--- config.mk ---
export PLATFORM = sky130hd
export DESIGN_NAME = usb_irq_enable
export DESIGN_NICKNAME = d
export VERILOG_FILES = /design/src/usb_irq_pkg.sv /design/src/irq_gate_if.sv /design/src/irq_gate.sv /design/src/usb_irq_enable.sv
export VERILOG_INCLUDE_DIRS = /design/src
export SDC_FILE = /design/constraint.sdc
export NUM_CORES = 1
export LEC_CHECK = 0
export BUFFER_PORTS_ARGS = -buffer_cell sky130_fd_sc_hd__buf_2
export CORE_AREA = 10 10 63 90
export CTS_CLUSTER_DIAMETER = 150
export DETAILED_ROUTE_END_ITERATION = 8
export DIE_AREA = 0 0 73 100
export GPL_TIMING_DRIVEN = 0
export HOLD_SLACK_MARGIN = 0.06
export PLACE_DENSITY = 0.82
export SYNTH_ARGS = -nofsm -noshare
export SYNTH_HDL_FRONTEND = slang
export SYNTH_HIERARCHICAL = 1
export SYNTH_SLANG_ARGS = --single-unit
--- constraint.sdc ---
create_clock -name clk_i -period 3.1 [get_ports clk_i]
set_clock_uncertainty 0.05 [all_clocks]
set_input_delay 0.155 -clock clk_i [delete_from_list [all_inputs] [get_ports clk_i]]
set_output_delay 0.155 -clock clk_i [all_outputs]
set_load 0.01 [all_outputs]
--- src/usb_irq_cfg.svh ---
// Offsets, field positions and reset values of the interrupt enable block
`ifndef USB_IRQ_CFG_SVH
`define USB_IRQ_CFG_SVH

// Register offsets within the operational register space
`define IRQ_OFS_STATUS 8'h0C
`define IRQ_OFS_ENABLE 8'h10
`define IRQ_OFS_DISABLE 8'h14

// Field positions shared by status, enable and disable registers; the master bit 31 exists in enable and disable only
`define IRQ_BIT_MASTER 31
`define IRQ_BIT_OWNERSHIP 30
`define IRQ_BIT_ROOT_PORT 6
`define IRQ_BIT_FRAME_OVF 5
`define IRQ_BIT_FATAL 4
`define IRQ_BIT_RESUME 3
`define IRQ_BIT_FRAME_START 2
`define IRQ_BIT_DONE_WB 1
`define IRQ_BIT_OVERRUN 0

// Implemented bits; reserved positions store nothing and read zero
`define IRQ_ENABLE_IMPL 32'hC000007F
`define IRQ_STATUS_IMPL 32'h4000007F

// Reset values
`define IRQ_ENABLE_RESET 32'h00000000
`define IRQ_STATUS_RESET 32'h00000000
`define IRQ_RDATA_RESET 32'h00000000

`endif

--- src/usb_irq_pkg.sv ---
// Types shared by the interrupt enable block
package usb_irq_pkg;

  typedef logic [31:0] word_t;
  typedef logic [7:0] reg_addr_t;

  // Register selected by the current access, Gray coded
  typedef enum logic [1:0] {
    SEL_NONE = 2'h0,
    SEL_STATUS = 2'h1,
    SEL_ENABLE = 2'h3,
    SEL_DISABLE = 2'h2
  } reg_sel_e;

endpackage : usb_irq_pkg
--- src/irq_gate_if.sv ---
// Carrier between the register file and the request gate
`timescale 1ns/1ns
interface irq_gate_if;
  usb_irq_pkg::word_t status;
  usb_irq_pkg::word_t enable;
  logic request;

  modport regs (output status, output enable, input request);
  modport gate (input status, input enable, output request);
endinterface : irq_gate_if

--- src/irq_gate.sv ---
// Pairs status with enable bits and applies the master gate
`timescale 1ns/1ns
`include "usb_irq_cfg.svh"
module irq_gate (
  irq_gate_if.gate gate_io
);

  logic [`IRQ_BIT_MASTER-1:0] pair_hit;

  // One AND per bit position; the master bit itself is no event
  genvar i;
  generate
    for (i = 0; i < `IRQ_BIT_MASTER; i++) begin : g_pair
      assign pair_hit[i] = gate_io.status[i] & gate_io.enable[i];
    end
  endgenerate

  // Any selected event, passed only while the master gate is open
  assign gate_io.request = gate_io.enable[`IRQ_BIT_MASTER] & (|pair_hit);

endmodule : irq_gate

--- src/usb_irq_enable.sv ---
// Interrupt status, enable mask and request line of a USB host function
`timescale 1ns/1ns
`include "usb_irq_cfg.svh"
module usb_irq_enable (
  input wire logic clk_i,
  input wire logic rst_i,
  // Register access port
  // Same clock as the block, one-cycle strobes
  input wire logic reg_wr_i,
  input wire logic reg_rd_i,
  input wire usb_irq_pkg::reg_addr_t reg_addr_i,
  input wire usb_irq_pkg::word_t reg_wdata_i,
  output usb_irq_pkg::word_t reg_rdata_o,
  output logic reg_rvalid_o,
  // Event pulses from the neighbouring units
  // Each is a one-cycle pulse on this clock
  input wire logic ownership_change_i,
  input wire logic root_port_change_i,
  input wire logic frame_count_overflow_i,
  input wire logic fatal_system_error_i,
  input wire logic resume_seen_i,
  input wire logic frame_start_i,
  input wire logic done_queue_writeback_i,
  input wire logic schedule_overrun_i,
  // Request to the host bus
  // Level, active high
  output logic irq_o,
  output usb_irq_pkg::word_t enable_mask_o
);

  // Event status; reserved positions never hold a bit
  usb_irq_pkg::word_t status_q;
  usb_irq_pkg::word_t status_d;

  // Enable mask with the master gate in the top bit
  usb_irq_pkg::word_t enable_q;
  usb_irq_pkg::word_t enable_d;

  // Read return path
  usb_irq_pkg::word_t rdata_q;
  usb_irq_pkg::word_t rdata_d;
  logic rvalid_q;
  logic rvalid_d;

  // Registered request line
  logic irq_q;
  logic irq_d;

  // Decoded access and per-register bit strobes
  usb_irq_pkg::reg_sel_e sel;
  usb_irq_pkg::word_t event_set;
  usb_irq_pkg::word_t status_clr;
  usb_irq_pkg::word_t enable_set;
  usb_irq_pkg::word_t enable_clr;

  // Register map, byte offsets on the access port:
  //   0x0C event status, a written one clears the bit
  //   0x10 enable mask, a written one sets the bit
  //   0x14 disable alias, a written one clears the bit, reads the mask
  // Other offsets read zero with a valid strobe and ignore writes,
  // so a stray access never stalls the host.

  // Carrier to the request gate
  irq_gate_if gate_bus ();

  // Request gate sees the live register contents
  // Its result is registered below, never used raw at the pin
  irq_gate u_gate (
    .gate_io(gate_bus.gate)
  );

  assign gate_bus.status = status_q;
  assign gate_bus.enable = enable_q;

  // Address decode shared by reads and writes
  // Strobes are applied where each register is built, not here
  always_comb begin
    unique case (reg_addr_i)
      `IRQ_OFS_STATUS: sel = usb_irq_pkg::SEL_STATUS;
      `IRQ_OFS_ENABLE: sel = usb_irq_pkg::SEL_ENABLE;
      `IRQ_OFS_DISABLE: sel = usb_irq_pkg::SEL_DISABLE;
      default: sel = usb_irq_pkg::SEL_NONE;
    endcase
  end

  // Event pulses placed at their status bit positions
  // Sources sit on this clock, so no synchroniser is needed
  // Bits 29..7 stay zero
  always_comb begin
    event_set = 32'h00000000;
    event_set[`IRQ_BIT_OWNERSHIP] = ownership_change_i;
    event_set[`IRQ_BIT_ROOT_PORT] = root_port_change_i;
    event_set[`IRQ_BIT_FRAME_OVF] = frame_count_overflow_i;
    event_set[`IRQ_BIT_FATAL] = fatal_system_error_i;
    event_set[`IRQ_BIT_RESUME] = resume_seen_i;
    event_set[`IRQ_BIT_FRAME_START] = frame_start_i;
    event_set[`IRQ_BIT_DONE_WB] = done_queue_writeback_i;
    event_set[`IRQ_BIT_OVERRUN] = schedule_overrun_i;
  end

  // Write strobes per register; zeros in the data touch nothing
  // Offsets are exclusive, so one write raises at most one strobe
  always_comb begin
    status_clr = 32'h00000000;
    enable_set = 32'h00000000;
    enable_clr = 32'h00000000;
    if (reg_wr_i) begin
      if (sel == usb_irq_pkg::SEL_STATUS) begin
        status_clr = reg_wdata_i;
      end
      if (sel == usb_irq_pkg::SEL_ENABLE) begin
        enable_set = reg_wdata_i;
      end
      if (sel == usb_irq_pkg::SEL_DISABLE) begin
        enable_clr = reg_wdata_i;
      end
    end
  end

  // Status bits: an event in the clearing cycle survives, so set wins
  // Software cannot set a status bit; only the event inputs can
  always_comb begin
    status_d = ((status_q & ~status_clr) | event_set) & `IRQ_STATUS_IMPL;
  end

  // Status register
  // Synchronous reset; all state clears to zero, so the block starts masked
  always_ff @(posedge clk_i) begin
    if (rst_i) begin
      status_q <= `IRQ_STATUS_RESET;
    end else begin
      status_q <= status_d;
    end
  end

  // Enable mask: set on enable writes, clear on disable writes.
  // Only bits 31, 30 and 6..0 are stored, so a careless reserved write
  // from software cannot open a phantom source.
  // Set and clear never meet, as they sit at different offsets.
  always_comb begin
    enable_d = ((enable_q & ~enable_clr) | enable_set) & `IRQ_ENABLE_IMPL;
  end

  // Enable register; master gate, ownership and the seven USB events
  // Bit 30 stays visible on enable_mask_o for the management interrupt path
  always_ff @(posedge clk_i) begin
    if (rst_i) begin
      enable_q <= `IRQ_ENABLE_RESET;
    end else begin
      enable_q <= enable_d;
    end
  end

  // Read mux; enable and disable offsets both return the enable mask
  // A write in the same cycle is not yet visible, so the old value returns
  always_comb begin
    rdata_d = rdata_q;
    rvalid_d = reg_rd_i;
    if (reg_rd_i) begin
      unique case (sel)
        usb_irq_pkg::SEL_STATUS: rdata_d = status_q;
        usb_irq_pkg::SEL_ENABLE: rdata_d = enable_q;
        usb_irq_pkg::SEL_DISABLE: rdata_d = enable_q;
        usb_irq_pkg::SEL_NONE: rdata_d = 32'h00000000;
      endcase
    end
  end

  // Read data is held until the next read
  // Clearing on reset keeps a read before any write deterministic
  always_ff @(posedge clk_i) begin
    if (rst_i) begin
      rdata_q <= `IRQ_RDATA_RESET;
      rvalid_q <= 1'h0;
    end else begin
      rdata_q <= rdata_d;
      rvalid_q <= rvalid_d;
    end
  end

  // Timing at the pins:
  //   edge 1 an event pulse or a register write lands in its register
  //   edge 2 irq_o follows the new gate result
  // A level-sensitive host does not miss a request for the extra edge,
  // and the request drops one edge after the last source goes away.

  // Registered level request; costs one clock but gives a glitch-free line
  always_comb begin
    irq_d = gate_bus.request;
  end

  // Request flop; the line stays low through reset
  always_ff @(posedge clk_i) begin
    if (rst_i) begin
      irq_q <= 1'h0;
    end else begin
      irq_q <= irq_d;
    end
  end

  // Outputs come straight from flops
  assign irq_o = irq_q;
  assign reg_rdata_o = rdata_q;
  assign reg_rvalid_o = rvalid_q;
  assign enable_mask_o = enable_q; // Lets the SMI path see the ownership enable

endmodule : usb_irq_enable

==> reports/metrics.sh, run 1 <==
NUM-NETS-FINAL=403
FINALWORSTPATHREQUIREDPERIOD_NS=1.53
ARRIVAL_NS=1.64
SYNTH_ENABLE_FLOP_CELLS=0
SYNTH-ASYNC-RESET-RATIO_PCT=0
CLKLATENCYLATEPIN_NS=0.28
POWER.LEAKAGE_nW=1.35
CRIT_PATH_MAX_INCR_DELAY_NS=0.34
FIRST_GLOBAL_VIAS=1798
RSZ0062_AT_GRT='false'
CTS-HTREE-LEVELS=1
BUFFER_PORTS.INSERTED=48
CTS_BUFFERS=3
DPL-INSTANCE-AREA_UM2=2400
CLK_PIN_SLEW_WORST_SETUP_HOLD_PATHS_NS=0.10
WORSTREGTOREGCELLS=5
POWER_DENSITY_nW_PER_UM2=296
DIE_X_UM=73
CRITICAL_PATH_CLASS='reg -> reg'
INSERTEDDIODECOUNT=0
SYNTH_SEQUENTIAL_AREA_RATIO_PCT=31.9
SYNTH-WARNING-COUNT=6
POST-ROUTE-PERIOD-UTIL_PCT=49.4
CORE_REGION_AREA_UM2=4140
DIEHEIGHT_UM=100
LEAST_MARGIN_PIN_SLEW_NS=0.750
BOUNDARYPINS=118
CTSROOTBUFFERMASTER='sky130_fd_sc_hd__clkbuf_8'
ROUTED_VIA_DENSITY=4.36
MAXCAPVIOLATIONS=0
ROUTE.DETAILED.WL_PER_INST_UM=12.8
POST_SYNTH.CELL_AREA_AVG_UM2=8.84
WORST-ENDPOINT-REQUIRED_NS=3.21
CRITPATHMAXFANOUT=3
RRSETUPSLACK_NS=1.57
WORSTHOLDENDPOINT='gate_bus.status[30]'
DIE_AREA_UM2=7300
MIN_DELAY_PATH_DEPTH=3
PLACE.DETAILED.INSTANCES=384
TIMING_MAX_TRANSITION_VIOLATIONS_FINAL=0
FINAL_REPORT_SETUP_VIOLATION_COUNT=0
PATH_DELAY_FAMILY='compound AO/OA/AOI/OAI gates'
INITIAL_CORE_UTIL_PCT=42.5
TIMING.RR.END='irq_o'
YS.FLOP_TYPE='sky130_fd_sc_hd__dfxtp_1'
FINISH.CELL_COUNT_WITHOUT_FILLERS=395
FINALWIRELENGTH_MM=5.04
GLOBAL_ROUTE.USAGE.TOTAL_PCT=13.6
MAX-CLOCK-PATH-BUFFERS=2
GRT_START_MAX_NET_PINS=15
CRIT_PATH_START='gate_bus.status[3]'
SLEW_HEADROOM_PCT=49.8
MULTI_INPUT_LOGIC_AREA_UM2=1110
CRITPATHLAUNCHTYPE='register'
N_FILL_CELL=402
FLOW.AREA_GROWTH_FROM_SYNTHESIS_PCT=43.2
CTS_POST_SETUP_BUFFERS_INSERTED=0
GLOBALPLACE.CONGESTION=0.782
FIN_WORST_HOLD_SLACK_NS=0.0839
CRIT_END_ELEMENT='register'
HOLD_PATH_CLASS='in -> reg'
CP_NUM_BUF_INV=0
DR.FIRST_ITER.DRC_COUNT=110
HP-START='ownership_change_i'
SYNTH.FF_LATCH_COUNT=28
STANDARD_CELL_ROWS=29
CRITICAL_PATH.SLOWEST_CELL='sky130_fd_sc_hd__dfxtp_1'
YOSYS-TOP-CELLS-AREA='sky130_fd_sc_hd__dfxtp_1 32%, sky130_fd_sc_hd__buf_4 20%, sky130_fd_sc_hd__mux2i_1 5.1%'
DP_HPWL_MM=4.13
TIMING.FINAL.HOLD_VIOLATIONS=0
GRT_PASS1_WL_MM=8.18
POSTLAYOUTCELLAREA_UM2=2520
POSTSYNTHCELLCOUNT=199
FINALWORSTSETUPSLACK_NS=1.57
RUN_STATUS='completed'
CHAIN_OF_CELLS_FORMING_THE_CRITICAL_PATH='a22o_1 -> a221oi_2 -> nand4_1 -> o31a_1 -> nor2b_1'
CLOCK_SINK_COUNT=28
GLOBALROUTE.TOTALOVERFLOW=0
SYNTH_TOP_AREA_CELL='sky130_fd_sc_hd__dfxtp_1'
SYNTHDOMINANTCELLAREASHARE_PCT=31.9
VIAS=1724
REMAINING_DRC_ERRORS=0
PLACE_WS_NS=1.47
SYNTHDISTINCTLIBCELLS=32
ANTENNA_FOUND_INITIAL=0
SEQCELLAREA_UM2=561
PEAKVDDDROP_V=0.000263
CTSRESIZECOUNT=0
CRITICAL_PATH.REG2REG.STARTPOINT='gate_bus.status[3]'
TRITONCTS='built'
SYNTH_AREA_UM2=1760
CLOCK.FMAX_MHz=653
FIN_SETUP_TNS_NS=0
DRIVE_GT1_SHARE_PCT=30.9
FIRSTDRTPASSITERS=4
ANT_NETS=0
metrics by stage:
| stage | power [W] | util (%) |
|---|---|---|
| global placement | 0.000532 | 58.0 |
| global route | 0.000785 | 60.9 |
| CTS | 0.000742 | 60.9 |
| finish | 0.000746 | 60.9 |
| floorplan | 0.000498 | - |
| detailed placement | 0.000535 | 58.0 |
layout by cell type, fill, tap and decap left out, drive strengths merged, types with 2 or more instances in the layout:
| master | synthesis | routed |
|---|---|---|
| a221oi | 3 | 3 |
| a22o | 3 | 3 |
| a22oi | 8 | 8 |
| a311oi | 8 | 8 |
| a32oi | 8 | 8 |
| and3b | 2 | 2 |
| buf | 50 | 98 |
| clkbuf | 4 | 7 |
| conb | 1 | 92 |
| dfxtp | 28 | 28 |
| dlygate4sd3 | 0 | 8 |
| inv | 8 | 8 |
| mux2i | 9 | 9 |
| nand2 | 8 | 8 |
| nand2b | 10 | 10 |
| nand3 | 9 | 9 |
| nand4 | 3 | 3 |
| nor2 | 10 | 10 |
| nor2b | 2 | 2 |
| o21ai | 16 | 16 |
flip-flops by register name (all words and copies together), names as in the netlist:
signal,flops
gate_bus.status,8
enable_mask_o,9
irq_o,1
reg_rvalid_o,1
reg_rdata_o,9
layer usage:
layer / GRT usage, % / part of all wire, % / wire, µm
met5: 0 / 0 / 0
met4: 7.92 / 2.3 / 114
met3: 5.82 / 12 / 603
met2: 22.8 / 50 / 2510
met1: 13.5 / 36 / 1810
logic make-up (layout without fill, tap and decap cells):
| group | Yosys count | count (layout) | share of synthesized area (%) |
|---|---|---|---|
| muxes | 9 | 9 | 5.12 |
| and+or+nand+nor | 50 | 50 | 17.1 |
| buffers and inverters | 62 | 121 | 24.4 |
| other | 1 | 92 | 0.213 |
| AOI/OAI and AO/OA | 49 | 49 | 21.3 |
| DFF | 28 | 28 | 31.9 |
power by group:
part | internal (W) | switching, W
clock | 0.0000876 | 0.000116
combinational | 0.0000818 | 0.0000852
sequential | 0.000368 | 0.00000732
total | 0.000537 | 0.000208
synthesized netlist by cell type (2+ instances only):
library cell and count:
sky130_fd_sc_hd__buf_4 46, sky130_fd_sc_hd__dfxtp_1 28, sky130_fd_sc_hd__o21ai_0 12, sky130_fd_sc_hd__nand2b_1 10, sky130_fd_sc_hd__nor2_1 10, sky130_fd_sc_hd__mux2i_1 9
sky130_fd_sc_hd__a22oi_1 8, sky130_fd_sc_hd__a311oi_1 8, sky130_fd_sc_hd__a32oi_1 8, sky130_fd_sc_hd__inv_1 8, sky130_fd_sc_hd__nand2_1 8, sky130_fd_sc_hd__nand3_1 8
sky130_fd_sc_hd__clkbuf_1 4, sky130_fd_sc_hd__o21ai_1 4, sky130_fd_sc_hd__a221oi_2 3, sky130_fd_sc_hd__a22o_1 3, sky130_fd_sc_hd__buf_6 3, sky130_fd_sc_hd__nand4_1 3
sky130_fd_sc_hd__and3b_1 2, sky130_fd_sc_hd__nor2b_1 2
how the worst max path moves through the flow:
stage,to,cells after the start
after global routing,irq_o,5
after floorplan,irq_o,5
after detailed placement,gate_bus.status[3],5
after CTS,irq_o,5
final,irq_o,5
after global placement,gate_bus.status[6],5
timing repair:
action / 4_1_cts / 5_1_grt
endpoints found under the hold margin: 8 / 0
hold buffers: 8 / 0
endpoints found under the setup margin: 0 / 0
tightest hold or removal path, stage by stage:
cell and delay (ns):
sky130_fd_sc_hd__buf_2 0.10, sky130_fd_sc_hd__inv_1 0.04, sky130_fd_sc_hd__a311oi_1 0.07
area by class of cell:
type,instances,share of cell area [%]
multi-input combinational,200,44.1
sequential,28,22.2
buffer,54,15.8
timing repair buffer,56,12.7
tap,46,2.28
clock buffer,3,1.64
inverter,8,1.19
No activity file was read; power rests on OpenSTA's default activity.
==> run 2, diff against run 1 <==
--- a/config.mk
+++ b/config.mk
@@ -7,13 +7,13 @@
 export NUM_CORES = 1
 export LEC_CHECK = 0
 export BUFFER_PORTS_ARGS = -buffer_cell sky130_fd_sc_hd__buf_2
-export CORE_AREA = 10 10 63 90
+export CORE_AREA = 10 10 64 93
 export CTS_CLUSTER_DIAMETER = 150
 export DETAILED_ROUTE_END_ITERATION = 8
-export DIE_AREA = 0 0 73 100
+export DIE_AREA = 0 0 74 103
 export GPL_TIMING_DRIVEN = 0
 export HOLD_SLACK_MARGIN = 0.06
-export PLACE_DENSITY = 0.82
+export PLACE_DENSITY = 0.78
 export SYNTH_ARGS = -nofsm -noshare
 export SYNTH_HDL_FRONTEND = slang
 export SYNTH_HIERARCHICAL = 1
==> constraint.sdc (replaced) <==
create_clock -name clk_i -period 1.45 [get_ports clk_i]
set_clock_uncertainty 0.05 [all_clocks]
set_input_delay 0.0725 -clock clk_i [delete_from_list [all_inputs] [get_ports clk_i]]
set_output_delay 0.0725 -clock clk_i [all_outputs]
set_load 0.01 [all_outputs]
==> run 2 against run 1 <==
Net effect: register-to-register slack got worse by 1.6 ns; sequential power increased by 110%; critical path depth unchanged; total power increased by 120%; via count increased by 3.6%; wire length increased by 3.0%; global-route usage about the same; fmax increased by 6.0%; count of clock-buffer cells in the layout unchanged; first-iteration DRC count decreased by 55%; largest power group unchanged.
==> reports/metrics.sh, run 2 (synthesis gave the netlist of run 1 again) <==
CRITICAL_PATH_CLASS='reg -> reg'  # unchanged
FINAL_CORE_DENSITY_PCT=60.6  # was 60.9%
ANTENNA_FOUND_INITIAL=0  # unchanged
CRITICAL_PATH.SLOWEST_CELL='sky130_fd_sc_hd__dfxtp_2'  # was sky130_fd_sc_hd__dfxtp_1
VIAS=1786  # was 1724
CORE_REGION_AREA_UM2=4390  # was 4140 µm²
DIE_AREA_UM2=7620  # was 7300 µm²
ANT_NETS=0  # unchanged
DIE_X_UM=74  # was 73 µm
SLEW_HEADROOM_PCT=43.3  # was 49.8%
DP_HPWL_MM=4.16  # was 4.13 mm
BUFFER_PORTS.INSERTED=48  # unchanged
MOST-COMMON-LAYOUT-CELLS='92 x sky130_fd_sc_hd__conb_1, 51 x sky130_fd_sc_hd__buf_4, 49 x sky130_fd_sc_hd__buf_2'  # was 92 x sky130_fd_sc_hd__conb_1, 49 x sky130_fd_sc_hd__buf_2, 46 x sky130_fd_sc_hd__buf_4
CRIT_END_ELEMENT='register'  # unchanged
CLOCK_SINK_COUNT=28  # unchanged
GLOBALPLACE.CONGESTION=0.786  # was 0.782
CRIT_CELLS=5  # unchanged
WORSTREGTOREGCELLS=5  # unchanged
CTS-HTREE-LEVELS=1  # unchanged
MIN_DELAY_PATH_DEPTH=3  # unchanged
FIRSTDRTPASSITERS=4  # unchanged
FLOW.AREA_GROWTH_FROM_SYNTHESIS_PCT=51.4  # was 43.2%
STANDARD_CELL_ROWS=30  # was 29
CLKLATENCYLATEPIN_NS=0.28  # about the same
CTS_BUFFERS=3  # unchanged
GLOBAL_ROUTE.USAGE.TOTAL_PCT=13.6  # about the same
FIRST_GLOBAL_VIAS=1829  # was 1798
CRITPATHLAUNCHTYPE='register'  # unchanged
DR.FIRST_ITER.DRC_COUNT=49  # was 110
CRITICAL_PATH.REG2REG.STARTPOINT='enable_mask_o[3]'  # was gate_bus.status[3]
CRITPATHMAXFANOUT=4  # was 3
TRITONCTS='built'  # unchanged
FINALWORSTSETUPSLACK_NS=0.00443  # was 1.57 ns
TIMING_MAX_TRANSITION_VIOLATIONS_FINAL=0  # unchanged
REMAINING_DRC_ERRORS=0  # unchanged
CRIT_PATH_MAX_INCR_DELAY_NS=0.35  # was 0.34 ns
CRIT_PATH_START='enable_mask_o[3]'  # was gate_bus.status[3]
MAXCAPVIOLATIONS=0  # unchanged
FINALWIRELENGTH_MM=5.19  # was 5.04 mm
GLOBALROUTE.TOTALOVERFLOW=0  # unchanged
BOUNDARYPINS=118  # unchanged
MOST_COMMON_CELL_AFTER_LAYOUT_FILL_AND_TAPS_ASIDE='sky130_fd_sc_hd__conb_1'  # unchanged
GRT_START_MAX_NET_PINS=15  # unchanged
NUM-NETS-FINAL=418  # was 403
CP_NUM_BUF_INV=0  # unchanged
CHAIN_OF_CELLS_FORMING_THE_CRITICAL_PATH='a22o_1 -> a221oi_2 -> nand4_1 -> o31a_1 -> nor2b_1'  # unchanged
HP-START='reg_addr_i[5]'  # was ownership_change_i
WORST-ENDPOINT-REQUIRED_NS=1.57  # was 3.21 ns
LEAST_MARGIN_PIN_SLEW_NS=0.848  # was 0.750 ns
PLACE_WS_NS=-0.144  # was 1.47 ns
POWER_DENSITY_nW_PER_UM2=607  # was 296 nW/µm²
MAX-CLOCK-PATH-BUFFERS=2  # unchanged
TIMING.FINAL.HOLD_VIOLATIONS=0  # unchanged
ROUTED_VIA_DENSITY=4.33  # was 4.36
FINAL_REPORT_SETUP_VIOLATION_COUNT=0  # unchanged
FINALWORSTPATHREQUIREDPERIOD_NS=1.45  # was 1.53 ns
ROUTE.DETAILED.WL_PER_INST_UM=12.6  # was 12.8 µm
INSERTEDDIODECOUNT=0  # unchanged
CTSROOTBUFFERMASTER='sky130_fd_sc_hd__clkbuf_8'  # unchanged
PATH_DELAY_FAMILY='compound AO/OA/AOI/OAI gates'  # unchanged
CLK_PIN_SLEW_WORST_SETUP_HOLD_PATHS_NS=0.09  # was 0.10 ns
POWER.LEAKAGE_nW=1.42  # was 1.35 nW
DIEHEIGHT_UM=103  # was 100 µm
CLOCK.FMAX_MHz=692  # was 653 MHz
RUN_STATUS='completed'  # unchanged
N_FILL_CELL=398  # was 402
DRIVE_GT1_SHARE_PCT=31.6  # was 30.9%
PEAKVDDDROP_V=0.000589  # was 0.000263 V
POST-ROUTE-PERIOD-UTIL_PCT=99.7  # was 49.4%
INITIAL_CORE_UTIL_PCT=40.1  # was 42.5%
ARRIVAL_NS=1.56  # was 1.64 ns
GRT_PASS1_WL_MM=8.31  # was 8.18 mm
HOLD_PATH_CLASS='in -> reg'  # unchanged
RSZ0062_AT_GRT='true'  # was false
run 2: cell types whose count changed in the layout (fill, tap and decap cells not counted):
cell,before,now
sky130_fd_sc_hd__buf_4,46,51
sky130_fd_sc_hd__dlygate4sd3_1,8,18
sky130_fd_sc_hd__dfxtp_2,0,2
sky130_fd_sc_hd__dfxtp_1,28,26
run 2: layer usage:
metal,GRT usage [%],share of wire (%),up-vias
met5,0,0,-
met4,5.47,1.5,0
met3,4.82,11,9
met2,24.7,52,78
met1,13.3,35,784
li1,-,-,915
run 2: final timing paths:
| path | slack, ns | endpoint |
|---|---|---|
| setup / recovery | 0.004 | irq_o |
| hold / removal | 0.11 | reg_rdata_o[31] |
| setup reg to reg | 0.004 | irq_o |
| hold reg to reg | 0.42 | reg_rdata_o[0] |
run 2: timing repair:
action,in CTS,in global routing
endpoints found under the hold margin,17,0
buffers inserted,1,4
setup endpoints to repair,1,2
resized for setup,2,0
pin swaps,1,2
hold buffers,18,0
run 2: worst min-delay path, cell delays in order:
cell	delay, ns
sky130_fd_sc_hd__buf_2	0.14
sky130_fd_sc_hd__nand4b_1	0.12
sky130_fd_sc_hd__a21oi_1	0.06
run 2: report_power, final:
group	total, W	switching, W	internal, W
Clock	0.000427	0.000240	0.000187
Sequential	0.000801	0.0000147	0.000787
Combinational	0.000387	0.000189	0.000198
Total	0.00162	0.000443	0.00117
run 2: layout make-up:
| type | count | area [µm²] | area share [%] |
|---|---|---|---|
| Timing Repair Buffer | 71 | 458 | 17.2 |
| Tap cell | 48 | 60.1 | 2.26 |
| Clock buffer | 3 | 41.3 | 1.55 |
| Buffer | 54 | 399 | 15.0 |
| Sequential cell | 28 | 563 | 21.1 |
| Multi-Input combinational cell | 200 | 1110 | 41.7 |
| Inverter | 8 | 30.0 | 1.13 |
run 2: through the flow:
step / total power [W] / hold slack, ns / setup TNS [ns] / std cells / instance area, µm²
after CTS: 0.00159 / 0.0914 / -0.0131 / 408 / 2630
after global placement: 0.00114 / 0.232 / -0.767 / 386 / 2400
after detailed placement: 0.00115 / 0.240 / -1.06 / 386 / 2400
final: 0.00162 / 0.110 / 0 / 412 / 2660
after floorplan: 0.00106 / 0.131 / 0 / 290 / 2100
after global routing: 0.00170 / 0.136 / -0.0946 / 412 / 2660
